### src/rtl/ppfm_map.svh
`ifndef PPFM_MAP_SVH
`define PPFM_MAP_SVH
// port widths
`define PPFM_W8 8
`define PPFM_W6 6
// port 2 bit positions
`define PPFM_P2_SER0_TX 0
`define PPFM_P2_SER0_RX 1
`define PPFM_P2_EXTERNAL_INTERRUPT_IN 2
`define PPFM_P2_SER1_TX 3
`define PPFM_P2_SER1_RX 4
`define PPFM_P2_EMU_STRAP 6
`define PPFM_P2_CLOCK_OUTPUT_PIN 7
// port 2 bits whose special function drives the pad
`define PPFM_P2_FUNC_OE 8'h89
// port 5 bit positions
`define PPFM_P5_ALE 0
`define PPFM_P5_INSTRUCTION_FETCH_FLAG 1
`define PPFM_P5_WRL 2
`define PPFM_P5_RD 3
`define PPFM_P5_BUS_REQUEST_OUT_N 4
`define PPFM_P5_TEST_STRAP 4
`define PPFM_P5_BHE 5
`define PPFM_P5_READY 6
`define PPFM_P5_RPD 7
`define PPFM_P5_FUNC_OE 8'h3f
// port 10 bit positions
`define PPFM_P10_SC0 0
`define PPFM_P10_SD0 1
`define PPFM_P10_SC1 2
`define PPFM_P10_SD1 3
`define PPFM_P10_CC16 4
// capture/compare split between ports 7 and 8
`define PPFM_CC_P7_LO 0
`define PPFM_CC_P7_HI 7
`define PPFM_CC_P8_LO 8
`define PPFM_CC_P8_HI 15
`define PPFM_TMR_N 4
`endif

### src/rtl/ppfm_pkg.sv
`default_nettype none
package ppfm_pkg;
	typedef enum logic [1:0] {
		PPFM_IN_RESET = 2'b00,
		PPFM_NORMAL = 2'b01
	} ppfm_phase_t;
	typedef struct packed {
		ppfm_phase_t phase;
		logic test_mode;
		logic emul_mode;
	} ppfm_top_state_t;
endpackage
`default_nettype wire

### src/rtl/ppfm_port_cell.sv
`timescale 1ns/1ps
`default_nettype none
module ppfm_port_cell
	import ppfm_pkg::*;
#(
	parameter int W = 8
) (
	input wire logic i_clk,
	input wire logic i_rst,
	input wire logic [W-1:0] i_sel,
	input wire logic [W-1:0] i_port_data,
	input wire logic [W-1:0] i_port_dir,
	input wire logic [W-1:0] i_port_od,
	input wire logic [W-1:0] i_func_out,
	input wire logic [W-1:0] i_func_oe,
	input wire logic i_float,
	input wire logic [W-1:0] i_pad_in,
	output logic [W-1:0] o_pad_out,
	output logic [W-1:0] o_pad_oe,
	output logic [W-1:0] o_pad_in_sync
);
	typedef struct packed {
		logic [W-1:0] sel;
		logic [W-1:0] out;
		logic [W-1:0] oe;
		logic [W-1:0] sync1;
		logic [W-1:0] sync2;
	} ppfm_cell_state_t;

	ppfm_cell_state_t state;
	ppfm_cell_state_t next_state;

	always_comb begin
		next_state = state;
		// pad input always sampled, even in reset, so straps can be read
		next_state.sync1 = i_pad_in;
		next_state.sync2 = state.sync1;
		next_state.sel = i_sel;
		// special functions push-pull, open-drain applies to port logic only
		next_state.out = (i_sel & i_func_out) | (~i_sel & ~i_port_od & i_port_data);
		next_state.oe = (i_sel & i_func_oe) | (~i_sel & i_port_dir & (~i_port_od | ~i_port_data));
		if (i_float) begin
			next_state.oe = '0;
		end
		// port logic default, pads float through reset
		if (i_rst) begin
			next_state.sel = '0;
			next_state.out = '0;
			next_state.oe = '0;
		end
	end

	always_ff @(posedge i_clk) begin
		state <= next_state;
	end

	assign o_pad_out = state.out;
	assign o_pad_oe = state.oe;
	assign o_pad_in_sync = state.sync2;
endmodule
`default_nettype wire

### src/rtl/ppfm_top.sv
`timescale 1ns/1ps
`default_nettype none
`include "ppfm_map.svh"
module ppfm_top
	import ppfm_pkg::*;
(
	input wire logic i_clk,
	input wire logic i_rst,
	// port 2
	input wire logic [`PPFM_W8-1:0] i_p2_sel,
	input wire logic [`PPFM_W8-1:0] i_p2_data,
	input wire logic [`PPFM_W8-1:0] i_p2_dir,
	input wire logic [`PPFM_W8-1:0] i_p2_pad_in,
	output logic [`PPFM_W8-1:0] o_p2_pad_out,
	output logic [`PPFM_W8-1:0] o_p2_pad_oe,
	output logic [`PPFM_W8-1:0] o_p2_in,
	input wire logic i_serial0_transmit,
	input wire logic i_serial1_transmit,
	input wire logic i_clock_output_pin,
	output logic o_serial0_receive,
	output logic o_serial1_receive,
	output logic o_external_interrupt_in,
	// ports 3 and 4
	input wire logic [`PPFM_W8-1:0] i_p3_sel,
	input wire logic [`PPFM_W8-1:0] i_p3_data,
	input wire logic [`PPFM_W8-1:0] i_p3_dir,
	input wire logic [`PPFM_W8-1:0] i_p3_od,
	input wire logic [`PPFM_W8-1:0] i_p3_pad_in,
	output logic [`PPFM_W8-1:0] o_p3_pad_out,
	output logic [`PPFM_W8-1:0] o_p3_pad_oe,
	output logic [`PPFM_W8-1:0] o_p3_in,
	input wire logic [`PPFM_W8-1:0] i_p4_sel,
	input wire logic [`PPFM_W8-1:0] i_p4_data,
	input wire logic [`PPFM_W8-1:0] i_p4_dir,
	input wire logic [`PPFM_W8-1:0] i_p4_od,
	input wire logic [`PPFM_W8-1:0] i_p4_pad_in,
	output logic [`PPFM_W8-1:0] o_p4_pad_out,
	output logic [`PPFM_W8-1:0] o_p4_pad_oe,
	output logic [`PPFM_W8-1:0] o_p4_in,
	input wire logic [`PPFM_W8-1:0] i_muxed_addr_data_low,
	input wire logic [`PPFM_W8-1:0] i_muxed_addr_data_high,
	input wire logic i_muxed_addr_data_oe,
	// port 5
	input wire logic [`PPFM_W8-1:0] i_p5_sel,
	input wire logic [`PPFM_W8-1:0] i_p5_data,
	input wire logic [`PPFM_W8-1:0] i_p5_dir,
	input wire logic [`PPFM_W8-1:0] i_p5_pad_in,
	output logic [`PPFM_W8-1:0] o_p5_pad_out,
	output logic [`PPFM_W8-1:0] o_p5_pad_oe,
	output logic [`PPFM_W8-1:0] o_p5_in,
	input wire logic i_address_latch,
	input wire logic i_instruction_fetch_flag,
	input wire logic i_write_low_strobe_n,
	input wire logic i_read_strobe_n,
	input wire logic i_bus_request_out_n,
	input wire logic i_high_byte_write_n,
	output logic o_ready_in,
	output logic o_powerdown_recovery_pin,
	// ports 7 and 8
	input wire logic [`PPFM_W8-1:0] i_p7_sel,
	input wire logic [`PPFM_W8-1:0] i_p7_data,
	input wire logic [`PPFM_W8-1:0] i_p7_dir,
	input wire logic [`PPFM_W8-1:0] i_p7_pad_in,
	output logic [`PPFM_W8-1:0] o_p7_pad_out,
	output logic [`PPFM_W8-1:0] o_p7_pad_oe,
	output logic [`PPFM_W8-1:0] o_p7_in,
	input wire logic [`PPFM_W8-1:0] i_p8_sel,
	input wire logic [`PPFM_W8-1:0] i_p8_data,
	input wire logic [`PPFM_W8-1:0] i_p8_dir,
	input wire logic [`PPFM_W8-1:0] i_p8_pad_in,
	output logic [`PPFM_W8-1:0] o_p8_pad_out,
	output logic [`PPFM_W8-1:0] o_p8_pad_oe,
	output logic [`PPFM_W8-1:0] o_p8_in,
	input wire logic [2*`PPFM_W8-1:0] i_capture_compare_channels,
	input wire logic [2*`PPFM_W8-1:0] i_capture_compare_oe,
	output logic [2*`PPFM_W8-1:0] o_capture_compare_channels,
	output logic [`PPFM_TMR_N-1:0] o_timer_clock_in,
	output logic [`PPFM_TMR_N-1:0] o_timer_reset_in,
	// port 9
	input wire logic [`PPFM_W8-1:0] i_p9_sel,
	input wire logic [`PPFM_W8-1:0] i_p9_data,
	input wire logic [`PPFM_W8-1:0] i_p9_dir,
	input wire logic [`PPFM_W8-1:0] i_p9_pad_in,
	output logic [`PPFM_W8-1:0] o_p9_pad_out,
	output logic [`PPFM_W8-1:0] o_p9_pad_oe,
	output logic [`PPFM_W8-1:0] o_p9_in,
	input wire logic [`PPFM_W8-1:0] i_compare_only_outputs,
	// port 10
	input wire logic [`PPFM_W6-1:0] i_p10_sel,
	input wire logic [`PPFM_W6-1:0] i_p10_data,
	input wire logic [`PPFM_W6-1:0] i_p10_dir,
	input wire logic [`PPFM_W6-1:0] i_p10_pad_in,
	output logic [`PPFM_W6-1:0] o_p10_pad_out,
	output logic [`PPFM_W6-1:0] o_p10_pad_oe,
	output logic [`PPFM_W6-1:0] o_p10_in,
	input wire logic i_sync_serial0_clock,
	input wire logic i_sync_serial0_clock_oe,
	input wire logic i_sync_serial0_data,
	input wire logic i_sync_serial0_data_oe,
	input wire logic i_sync_serial1_clock,
	input wire logic i_sync_serial1_clock_oe,
	input wire logic i_sync_serial1_data,
	input wire logic i_sync_serial1_data_oe,
	input wire logic i_capture_compare_ch16,
	input wire logic i_capture_compare_ch16_oe,
	output logic o_sync_serial0_clock,
	output logic o_sync_serial0_data,
	output logic o_sync_serial1_clock,
	output logic o_sync_serial1_data,
	output logic o_capture_compare_ch16,
	// strap results
	output logic o_test_mode,
	output logic o_emulation_mode
);
	ppfm_top_state_t state;
	ppfm_top_state_t next_state;
	logic [`PPFM_W8-1:0] p2_func;
	logic [`PPFM_W8-1:0] p5_func;
	logic [`PPFM_W6-1:0] p10_func;
	logic [`PPFM_W6-1:0] p10_func_oe;
	logic [`PPFM_W8-1:0] all_ones;
	logic [`PPFM_W8-1:0] all_zero;
	logic [`PPFM_W6-1:0] zero6;
	logic cell_hold;

	assign all_ones = 8'hff;
	assign all_zero = 8'h00;
	assign zero6 = 6'h00;
	// pads stay released on the edge where the straps land, so no one-cycle glitch
	assign cell_hold = i_rst | (state.phase == PPFM_IN_RESET);

	always_comb begin
		p2_func = 8'h00;
		p2_func[`PPFM_P2_SER0_TX] = i_serial0_transmit;
		p2_func[`PPFM_P2_SER1_TX] = i_serial1_transmit;
		p2_func[`PPFM_P2_CLOCK_OUTPUT_PIN] = i_clock_output_pin;
	end

	always_comb begin
		p5_func = 8'h00;
		p5_func[`PPFM_P5_ALE] = i_address_latch;
		p5_func[`PPFM_P5_INSTRUCTION_FETCH_FLAG] = i_instruction_fetch_flag;
		p5_func[`PPFM_P5_WRL] = i_write_low_strobe_n;
		p5_func[`PPFM_P5_RD] = i_read_strobe_n;
		p5_func[`PPFM_P5_BUS_REQUEST_OUT_N] = i_bus_request_out_n;
		p5_func[`PPFM_P5_BHE] = i_high_byte_write_n;
	end

	// sync serial and channel 16 on port 10, bit 5 plain I/O
	always_comb begin
		p10_func = 6'h00;
		p10_func_oe = 6'h00;
		p10_func[`PPFM_P10_SC0] = i_sync_serial0_clock;
		p10_func[`PPFM_P10_SD0] = i_sync_serial0_data;
		p10_func[`PPFM_P10_SC1] = i_sync_serial1_clock;
		p10_func[`PPFM_P10_SD1] = i_sync_serial1_data;
		p10_func[`PPFM_P10_CC16] = i_capture_compare_ch16;
		p10_func_oe[`PPFM_P10_SC0] = i_sync_serial0_clock_oe;
		p10_func_oe[`PPFM_P10_SD0] = i_sync_serial0_data_oe;
		p10_func_oe[`PPFM_P10_SC1] = i_sync_serial1_clock_oe;
		p10_func_oe[`PPFM_P10_SD1] = i_sync_serial1_data_oe;
		p10_func_oe[`PPFM_P10_CC16] = i_capture_compare_ch16_oe;
	end

	// straps read only after two sync flops inside the cells
	always_comb begin
		next_state = state;
		if (i_rst) begin
			next_state.phase = PPFM_IN_RESET;
			next_state.test_mode = 1'b0;
			next_state.emul_mode = 1'b0;
		end else begin
			case (state.phase)
				PPFM_IN_RESET: begin
					next_state.phase = PPFM_NORMAL;
					// test strap low selects test mode
					next_state.test_mode = ~o_p5_in[`PPFM_P5_TEST_STRAP];
					next_state.emul_mode = ~o_p2_in[`PPFM_P2_EMU_STRAP];
				end
				PPFM_NORMAL: begin
					next_state.phase = PPFM_NORMAL;
				end
				default: begin
					next_state.phase = PPFM_IN_RESET;
				end
			endcase
		end
	end

	always_ff @(posedge i_clk) begin
		state <= next_state;
	end

	assign o_test_mode = state.test_mode;
	assign o_emulation_mode = state.emul_mode;

	ppfm_port_cell #(.W(`PPFM_W8)) u_p2 (
		.i_clk(i_clk), .i_rst(cell_hold), .i_sel(i_p2_sel), .i_port_data(i_p2_data),
		.i_port_dir(i_p2_dir), .i_port_od(all_zero), .i_func_out(p2_func),
		.i_func_oe(`PPFM_P2_FUNC_OE), .i_float(state.emul_mode), .i_pad_in(i_p2_pad_in),
		.o_pad_out(o_p2_pad_out), .o_pad_oe(o_p2_pad_oe), .o_pad_in_sync(o_p2_in)
	);
	assign o_serial0_receive = o_p2_in[`PPFM_P2_SER0_RX];
	assign o_serial1_receive = o_p2_in[`PPFM_P2_SER1_RX];
	assign o_external_interrupt_in = o_p2_in[`PPFM_P2_EXTERNAL_INTERRUPT_IN];

	// address/data low byte, open-drain only for port use
	ppfm_port_cell #(.W(`PPFM_W8)) u_p3 (
		.i_clk(i_clk), .i_rst(cell_hold), .i_sel(i_p3_sel), .i_port_data(i_p3_data),
		.i_port_dir(i_p3_dir), .i_port_od(i_p3_od), .i_func_out(i_muxed_addr_data_low),
		.i_func_oe({`PPFM_W8{i_muxed_addr_data_oe}}), .i_float(state.emul_mode),
		.i_pad_in(i_p3_pad_in), .o_pad_out(o_p3_pad_out), .o_pad_oe(o_p3_pad_oe),
		.o_pad_in_sync(o_p3_in)
	);
	ppfm_port_cell #(.W(`PPFM_W8)) u_p4 (
		.i_clk(i_clk), .i_rst(cell_hold), .i_sel(i_p4_sel), .i_port_data(i_p4_data),
		.i_port_dir(i_p4_dir), .i_port_od(i_p4_od), .i_func_out(i_muxed_addr_data_high),
		.i_func_oe({`PPFM_W8{i_muxed_addr_data_oe}}), .i_float(state.emul_mode),
		.i_pad_in(i_p4_pad_in), .o_pad_out(o_p4_pad_out), .o_pad_oe(o_p4_pad_oe),
		.o_pad_in_sync(o_p4_in)
	);

	ppfm_port_cell #(.W(`PPFM_W8)) u_p5 (
		.i_clk(i_clk), .i_rst(cell_hold), .i_sel(i_p5_sel), .i_port_data(i_p5_data),
		.i_port_dir(i_p5_dir), .i_port_od(all_zero), .i_func_out(p5_func),
		.i_func_oe(`PPFM_P5_FUNC_OE), .i_float(state.emul_mode), .i_pad_in(i_p5_pad_in),
		.o_pad_out(o_p5_pad_out), .o_pad_oe(o_p5_pad_oe), .o_pad_in_sync(o_p5_in)
	);
	assign o_ready_in = o_p5_in[`PPFM_P5_READY];
	assign o_powerdown_recovery_pin = o_p5_in[`PPFM_P5_RPD];

	ppfm_port_cell #(.W(`PPFM_W8)) u_p7 (
		.i_clk(i_clk), .i_rst(cell_hold), .i_sel(i_p7_sel), .i_port_data(i_p7_data),
		.i_port_dir(i_p7_dir), .i_port_od(all_zero),
		.i_func_out(i_capture_compare_channels[`PPFM_CC_P7_HI:`PPFM_CC_P7_LO]),
		.i_func_oe(i_capture_compare_oe[`PPFM_CC_P7_HI:`PPFM_CC_P7_LO]),
		.i_float(state.emul_mode), .i_pad_in(i_p7_pad_in), .o_pad_out(o_p7_pad_out),
		.o_pad_oe(o_p7_pad_oe), .o_pad_in_sync(o_p7_in)
	);
	// even bits timer clocks, odd bits timer resets
	genvar t;
	generate
		for (t = 0; t < `PPFM_TMR_N; t++) begin : g_tmr
			assign o_timer_clock_in[t] = o_p7_in[2*t];
			assign o_timer_reset_in[t] = o_p7_in[2*t+1];
		end
	endgenerate

	ppfm_port_cell #(.W(`PPFM_W8)) u_p8 (
		.i_clk(i_clk), .i_rst(cell_hold), .i_sel(i_p8_sel), .i_port_data(i_p8_data),
		.i_port_dir(i_p8_dir), .i_port_od(all_zero),
		.i_func_out(i_capture_compare_channels[`PPFM_CC_P8_HI:`PPFM_CC_P8_LO]),
		.i_func_oe(i_capture_compare_oe[`PPFM_CC_P8_HI:`PPFM_CC_P8_LO]),
		.i_float(state.emul_mode), .i_pad_in(i_p8_pad_in), .o_pad_out(o_p8_pad_out),
		.o_pad_oe(o_p8_pad_oe), .o_pad_in_sync(o_p8_in)
	);
	assign o_capture_compare_channels = {o_p8_in, o_p7_in};

	// compare-only outputs drive when selected, except in reset and emulation mode
	ppfm_port_cell #(.W(`PPFM_W8)) u_p9 (
		.i_clk(i_clk), .i_rst(cell_hold), .i_sel(i_p9_sel), .i_port_data(i_p9_data),
		.i_port_dir(i_p9_dir), .i_port_od(all_zero), .i_func_out(i_compare_only_outputs),
		.i_func_oe(all_ones), .i_float(state.emul_mode), .i_pad_in(i_p9_pad_in),
		.o_pad_out(o_p9_pad_out), .o_pad_oe(o_p9_pad_oe), .o_pad_in_sync(o_p9_in)
	);

	ppfm_port_cell #(.W(`PPFM_W6)) u_p10 (
		.i_clk(i_clk), .i_rst(cell_hold), .i_sel(i_p10_sel), .i_port_data(i_p10_data),
		.i_port_dir(i_p10_dir), .i_port_od(zero6), .i_func_out(p10_func),
		.i_func_oe(p10_func_oe), .i_float(state.emul_mode), .i_pad_in(i_p10_pad_in),
		.o_pad_out(o_p10_pad_out), .o_pad_oe(o_p10_pad_oe), .o_pad_in_sync(o_p10_in)
	);
	assign o_sync_serial0_clock = o_p10_in[`PPFM_P10_SC0];
	assign o_sync_serial0_data = o_p10_in[`PPFM_P10_SD0];
	assign o_sync_serial1_clock = o_p10_in[`PPFM_P10_SC1];
	assign o_sync_serial1_data = o_p10_in[`PPFM_P10_SD1];
	assign o_capture_compare_ch16 = o_p10_in[`PPFM_P10_CC16];
endmodule
`default_nettype wire
### config.mk
export PLATFORM = sky130hd
export DESIGN_NAME = ppfm_top
export DESIGN_NICKNAME = d
export VERILOG_FILES = /design/src/rtl/ppfm_pkg.sv /design/src/rtl/ppfm_port_cell.sv /design/src/rtl/ppfm_top.sv
export VERILOG_INCLUDE_DIRS = /design/src /design/src/rtl
export SDC_FILE = /design/constraint.sdc
export NUM_CORES = 1
export LEC_CHECK = 0
export BUFFER_PORTS_ARGS = -buffer_cell sky130_fd_sc_hd__buf_4
export CAP_MARGIN = 40
export CORE_AREA = 3 3 217 219
export DETAILED_ROUTE_END_ITERATION = 6
export DIE_AREA = 0 0 220 222
export HOLD_SLACK_MARGIN = 0.06
export PLACE_DENSITY_LB_ADDON = 0.15
export SLEW_MARGIN = 5
export SYNTH_ARGS = -nofsm -noshare
export SYNTH_HDL_FRONTEND = slang
export SYNTH_SLANG_ARGS = --single-unit
### constraint.sdc
create_clock -name i_clk -period 1.5 [get_ports i_clk]
set_input_delay 0.375 -clock i_clk [delete_from_list [all_inputs] [get_ports i_clk]]
set_output_delay 0.375 -clock i_clk [all_outputs]
set_load 0.1 [all_outputs]
==> impl_metrics.py <==
metrics = {
    "route": {
        "post_detailed_route_drc_marker_count": 0,
        "avgViaCountPerCell": 3.64,
        "initialDrtViolationCount": 161,
        "wl_um": 32000,
        "avgRoutedWirePerCell_um": 15.7,
        "drt.antenna.violating_nets": 0,
        "via_count": 7422,
        "number_of_iterations_in_the_first_detailed_routing_pass": 4,
    },
    "final_layout": {
        "final-instance-count-excl-fill": 2040,
        "layout.core_utilization_pct": 41.3,
        "layout.cells.most_common": "sky130_fd_sc_hd__buf_4",
        "area_of_the_multi_input_gates_um2": 1700,
        "num_antenna_cells": 0,
        "fill_cells": 4160,
        "synthToLayoutAreaGrowth_pct": 165,
        "layout.nets": 1764,
        "layout.cells.most_common_list": "sky130_fd_sc_hd__buf_4 (344), sky130_fd_sc_hd__dlygate4sd3_1 (276), sky130_fd_sc_hd__buf_12 (223), sky130_fd_sc_hd__dfxtp_2 (160), sky130_fd_sc_hd__nor2_1 (127)",
        "final-seq-area_um2": 5330,
        "drive_above_1_share_pct": 56.7,
    },
    "hold_path": {
        "end_point_of_the_most_critical_hold_path": "u_p4.o_pad_out[6]$_SDFF_PP0_",
        "timing.hold.worst.start": "i_muxed_addr_data_high[6]",
        "hold-path-cell-count": 3,
        "hold_path_class": "input port to register",
    },
    "die": {
        "core_region_area_um2": 45300,
        "die_y_um": 222,
        "chipWidth_um": 220,
        "num_rows": 78,
        "ioPinCount": 564,
        "die_area_um2": 48800,
        "start_util_pct": 15.6,
    },
    "timing": {
        "hold_slack_ns": 0.0946,
        "fin_tns_setup_ns": -0.660,
        "slew-limit-headroom_pct": 81.0,
        "tightest_pin_transition_ns": 0.277,
        "final.setup.worst_slack_ns": -0.0597,
        "highest_clock_frequency_the_design_can_meet_mhz": 641,
        "grt_setup_unrepaired": "true",
        "setup_viol_count_final": 28,
        "finalCriticalPeriod_ns": 1.56,
        "clock_skew_ns": 0.0146,
        "final_min_period_over_clock_period_pct": 104,
        "timing.final.max_slew_violations": 0,
        "hold_violations": 0,
    },
    "worst_setup_path": {
        "critPathKind": "register to output port",
        "worst_r2r_path_depth": 4,
        "critPathMaxStageDelay_ns": 0.37,
        "timing.critical_path.from_type": "register",
        "crit_slowest_cell": "sky130_fd_sc_hd__dfxtp_4",
        "r2r_slack_ns": 0.28,
        "worst-endpoint-arrival_ns": 1.18,
        "cp-end-kind": "output port",
        "path_max_fanout": 2,
        "worstReg2RegStart": "state[2]$_SDFF_PP0_",
        "path_cells": "buf_6, buf_12",
        "r2r_end": "u_p5.o_pad_oe[7]$_SDFF_PP0_",
        "cp_data_required_time_ns": 1.12,
    },
    "clock_tree": {
        "cell_chosen_for_the_clock_root": "sky130_fd_sc_hd__clkbuf_16",
        "cts_sinks": 251,
        "path_clk_slew_ns": 0.06,
        "insertion_delay_ns": 0.56,
        "cts.path.max_buffers": 3,
        "cts_tree": "yes",
        "clock_tree.htree_level_count": 1,
        "tritoncts.num_buffers": 30,
    },
    "placement": {
        "placed_instances": 1708,
        "port_buffers": 563,
        "routabilityCongestion": 0.750,
        "half_perimeter_wire_length_of_the_detailed_placement_result_um": 22400,
    },
    "grt": {
        "antenna_found_initial": 0,
        "grt_pass1_vias": 8350,
        "grt_overflow_total": 0,
        "grt_max_degree": 40,
        "grtUsageTotal_pct": 12.4,
        "grt_first_pass_wirelength_um": 47000,
    },
    "yosys": {
        "syn-mean-instance-area_um2": 12.0,
        "synth_seq_area_share_pct": 71.3,
        "synth_cell_area_um2": 7050,
        "synth.yosys.warnings": 0,
        "synth_largest_area_cell": "sky130_fd_sc_hd__dfxtp_1",
        "synth.ff_latch_count": 251,
        "netlist_top_cells_area": "sky130_fd_sc_hd__dfxtp_1 (71%), sky130_fd_sc_hd__mux2i_1 (8.4%), sky130_fd_sc_hd__nor2_1 (6.8%), sky130_fd_sc_hd__buf_4 (3.6%), sky130_fd_sc_hd__nand2_1 (1.8%)",
        "synthesis.instances": 588,
        "syn_nets": 930,
        "yosys_cell_types": 18,
        "synth_top_area_share_pct": 71.3,
    },
    "power": {
        "power.density_cell_area_nw_per_um2": 1060,
        "ir_drop_worst_case_vdd_uv": 886,
        "leakage_nw": 8.25,
    },
    "run_status": {
        "failing_checks": "setup timing",
        "run_status": "finished with violations",
    },
    "run": {
        "max-cap-violations": 0,
    },
}
## routing by layer
layer  global-route usage, %  vias to the layer above  part of all wire, %
met4                    4.15                        0                  3.5
met5                       0                        -                    0
met3                    5.04                       66                   11
li1                        -                     3561                    -
met2                    24.0                      389                   53
met1                    11.7                     3406                   32
## report_power, final
| group | internal, mW | switching (mW) |
|---|---|---|
| registers | 7.02 | 0.261 |
| clock network | 4.54 | 2.81 |
| logic | 2.32 | 2.78 |
## metrics by stage
stage          cell area [um^2]  power, mW  worst slack, ns
2_1_floorplan              7080       9.66           0.0927
3_3_place_gp              11800       11.0            0.248
3_5_place_dp              11800       11.0            0.241
4_1_cts                   18600       20.0          -0.0979
5_1_grt                   18700       20.5           -0.115
6_report                  18700       19.7          -0.0597
## cell usage after synthesis
master                       n
sky130_fd_sc_hd__nor2_1    127
sky130_fd_sc_hd__a22oi_1    16
sky130_fd_sc_hd__dfxtp_1   251
sky130_fd_sc_hd__nor2b_1     1
sky130_fd_sc_hd__clkbuf_1    1
sky130_fd_sc_hd__buf_4      34
sky130_fd_sc_hd__mux2i_1    59
sky130_fd_sc_hd__nand3b_1   16
sky130_fd_sc_hd__buf_6       1
sky130_fd_sc_hd__nor3b_1    10
sky130_fd_sc_hd__inv_1       1
sky130_fd_sc_hd__a21oi_1    17
sky130_fd_sc_hd__nor3b_2     6
sky130_fd_sc_hd__nor3_1      1
sky130_fd_sc_hd__and2b_1     1
sky130_fd_sc_hd__nand2_2     1
sky130_fd_sc_hd__buf_2      12
sky130_fd_sc_hd__nand2_1    33
## critical path: cells and delay by family, from the launching register on
| family | cells | cell delay (ns) |
|---|---|---|
| DFF | 1 | 0.37 |
| buffers and inverters | 2 | 0.26 |
## final cells by class
class	instances	area share, %
Multi-Input combinational cell	288	9.09
Inverter	1	0.0201
Clock inverter	8	0.710
Clock buffer	42	4.69
Tap cell	600	4.02
Sequential cell	251	28.5
Timing Repair Buffer	850	52.9
## how the worst max path moves through the flow
stage                                               from                            end  slack (ns)
after floorplan            u_p7.o_pad_in_sync[0]$_DFF_P_                     o_p7_in[0]        0.09
final                     u_p10.o_pad_in_sync[4]$_DFF_P_                    o_p10_in[4]       -0.06
after detailed placement                           i_rst  u_p10.o_pad_out[5]$_SDFF_PP0_        0.24
after global placement                             i_rst  u_p10.o_pad_out[5]$_SDFF_PP0_        0.25
after global routing      u_p10.o_pad_in_sync[4]$_DFF_P_                    o_p10_in[4]       -0.11
after CTS                  u_p7.o_pad_in_sync[6]$_DFF_P_            o_timer_clock_in[3]        -0.1
## cells by family (layout without fill, tap and decap cells)
group / after synthesis / count (layout) / share of synthesized area [%]
flops: 251 / 251 / 71.3
simple gates: 196 / 196 / 12.7
mux: 59 / 59 / 8.38
buf+inv: 49 / 901 / 4.74
compound gates: 33 / 33 / 2.91
## repair_timing
item | 4_1_cts | 5_1_grt
hold buffers | 276 | 0
hold endpoints to repair | 178 | 0
buffers inserted | 6 | 0
setup endpoints to repair | 222 | 105
gates resized for setup | 842 | 15
Power figures use the tool's default switching activity.
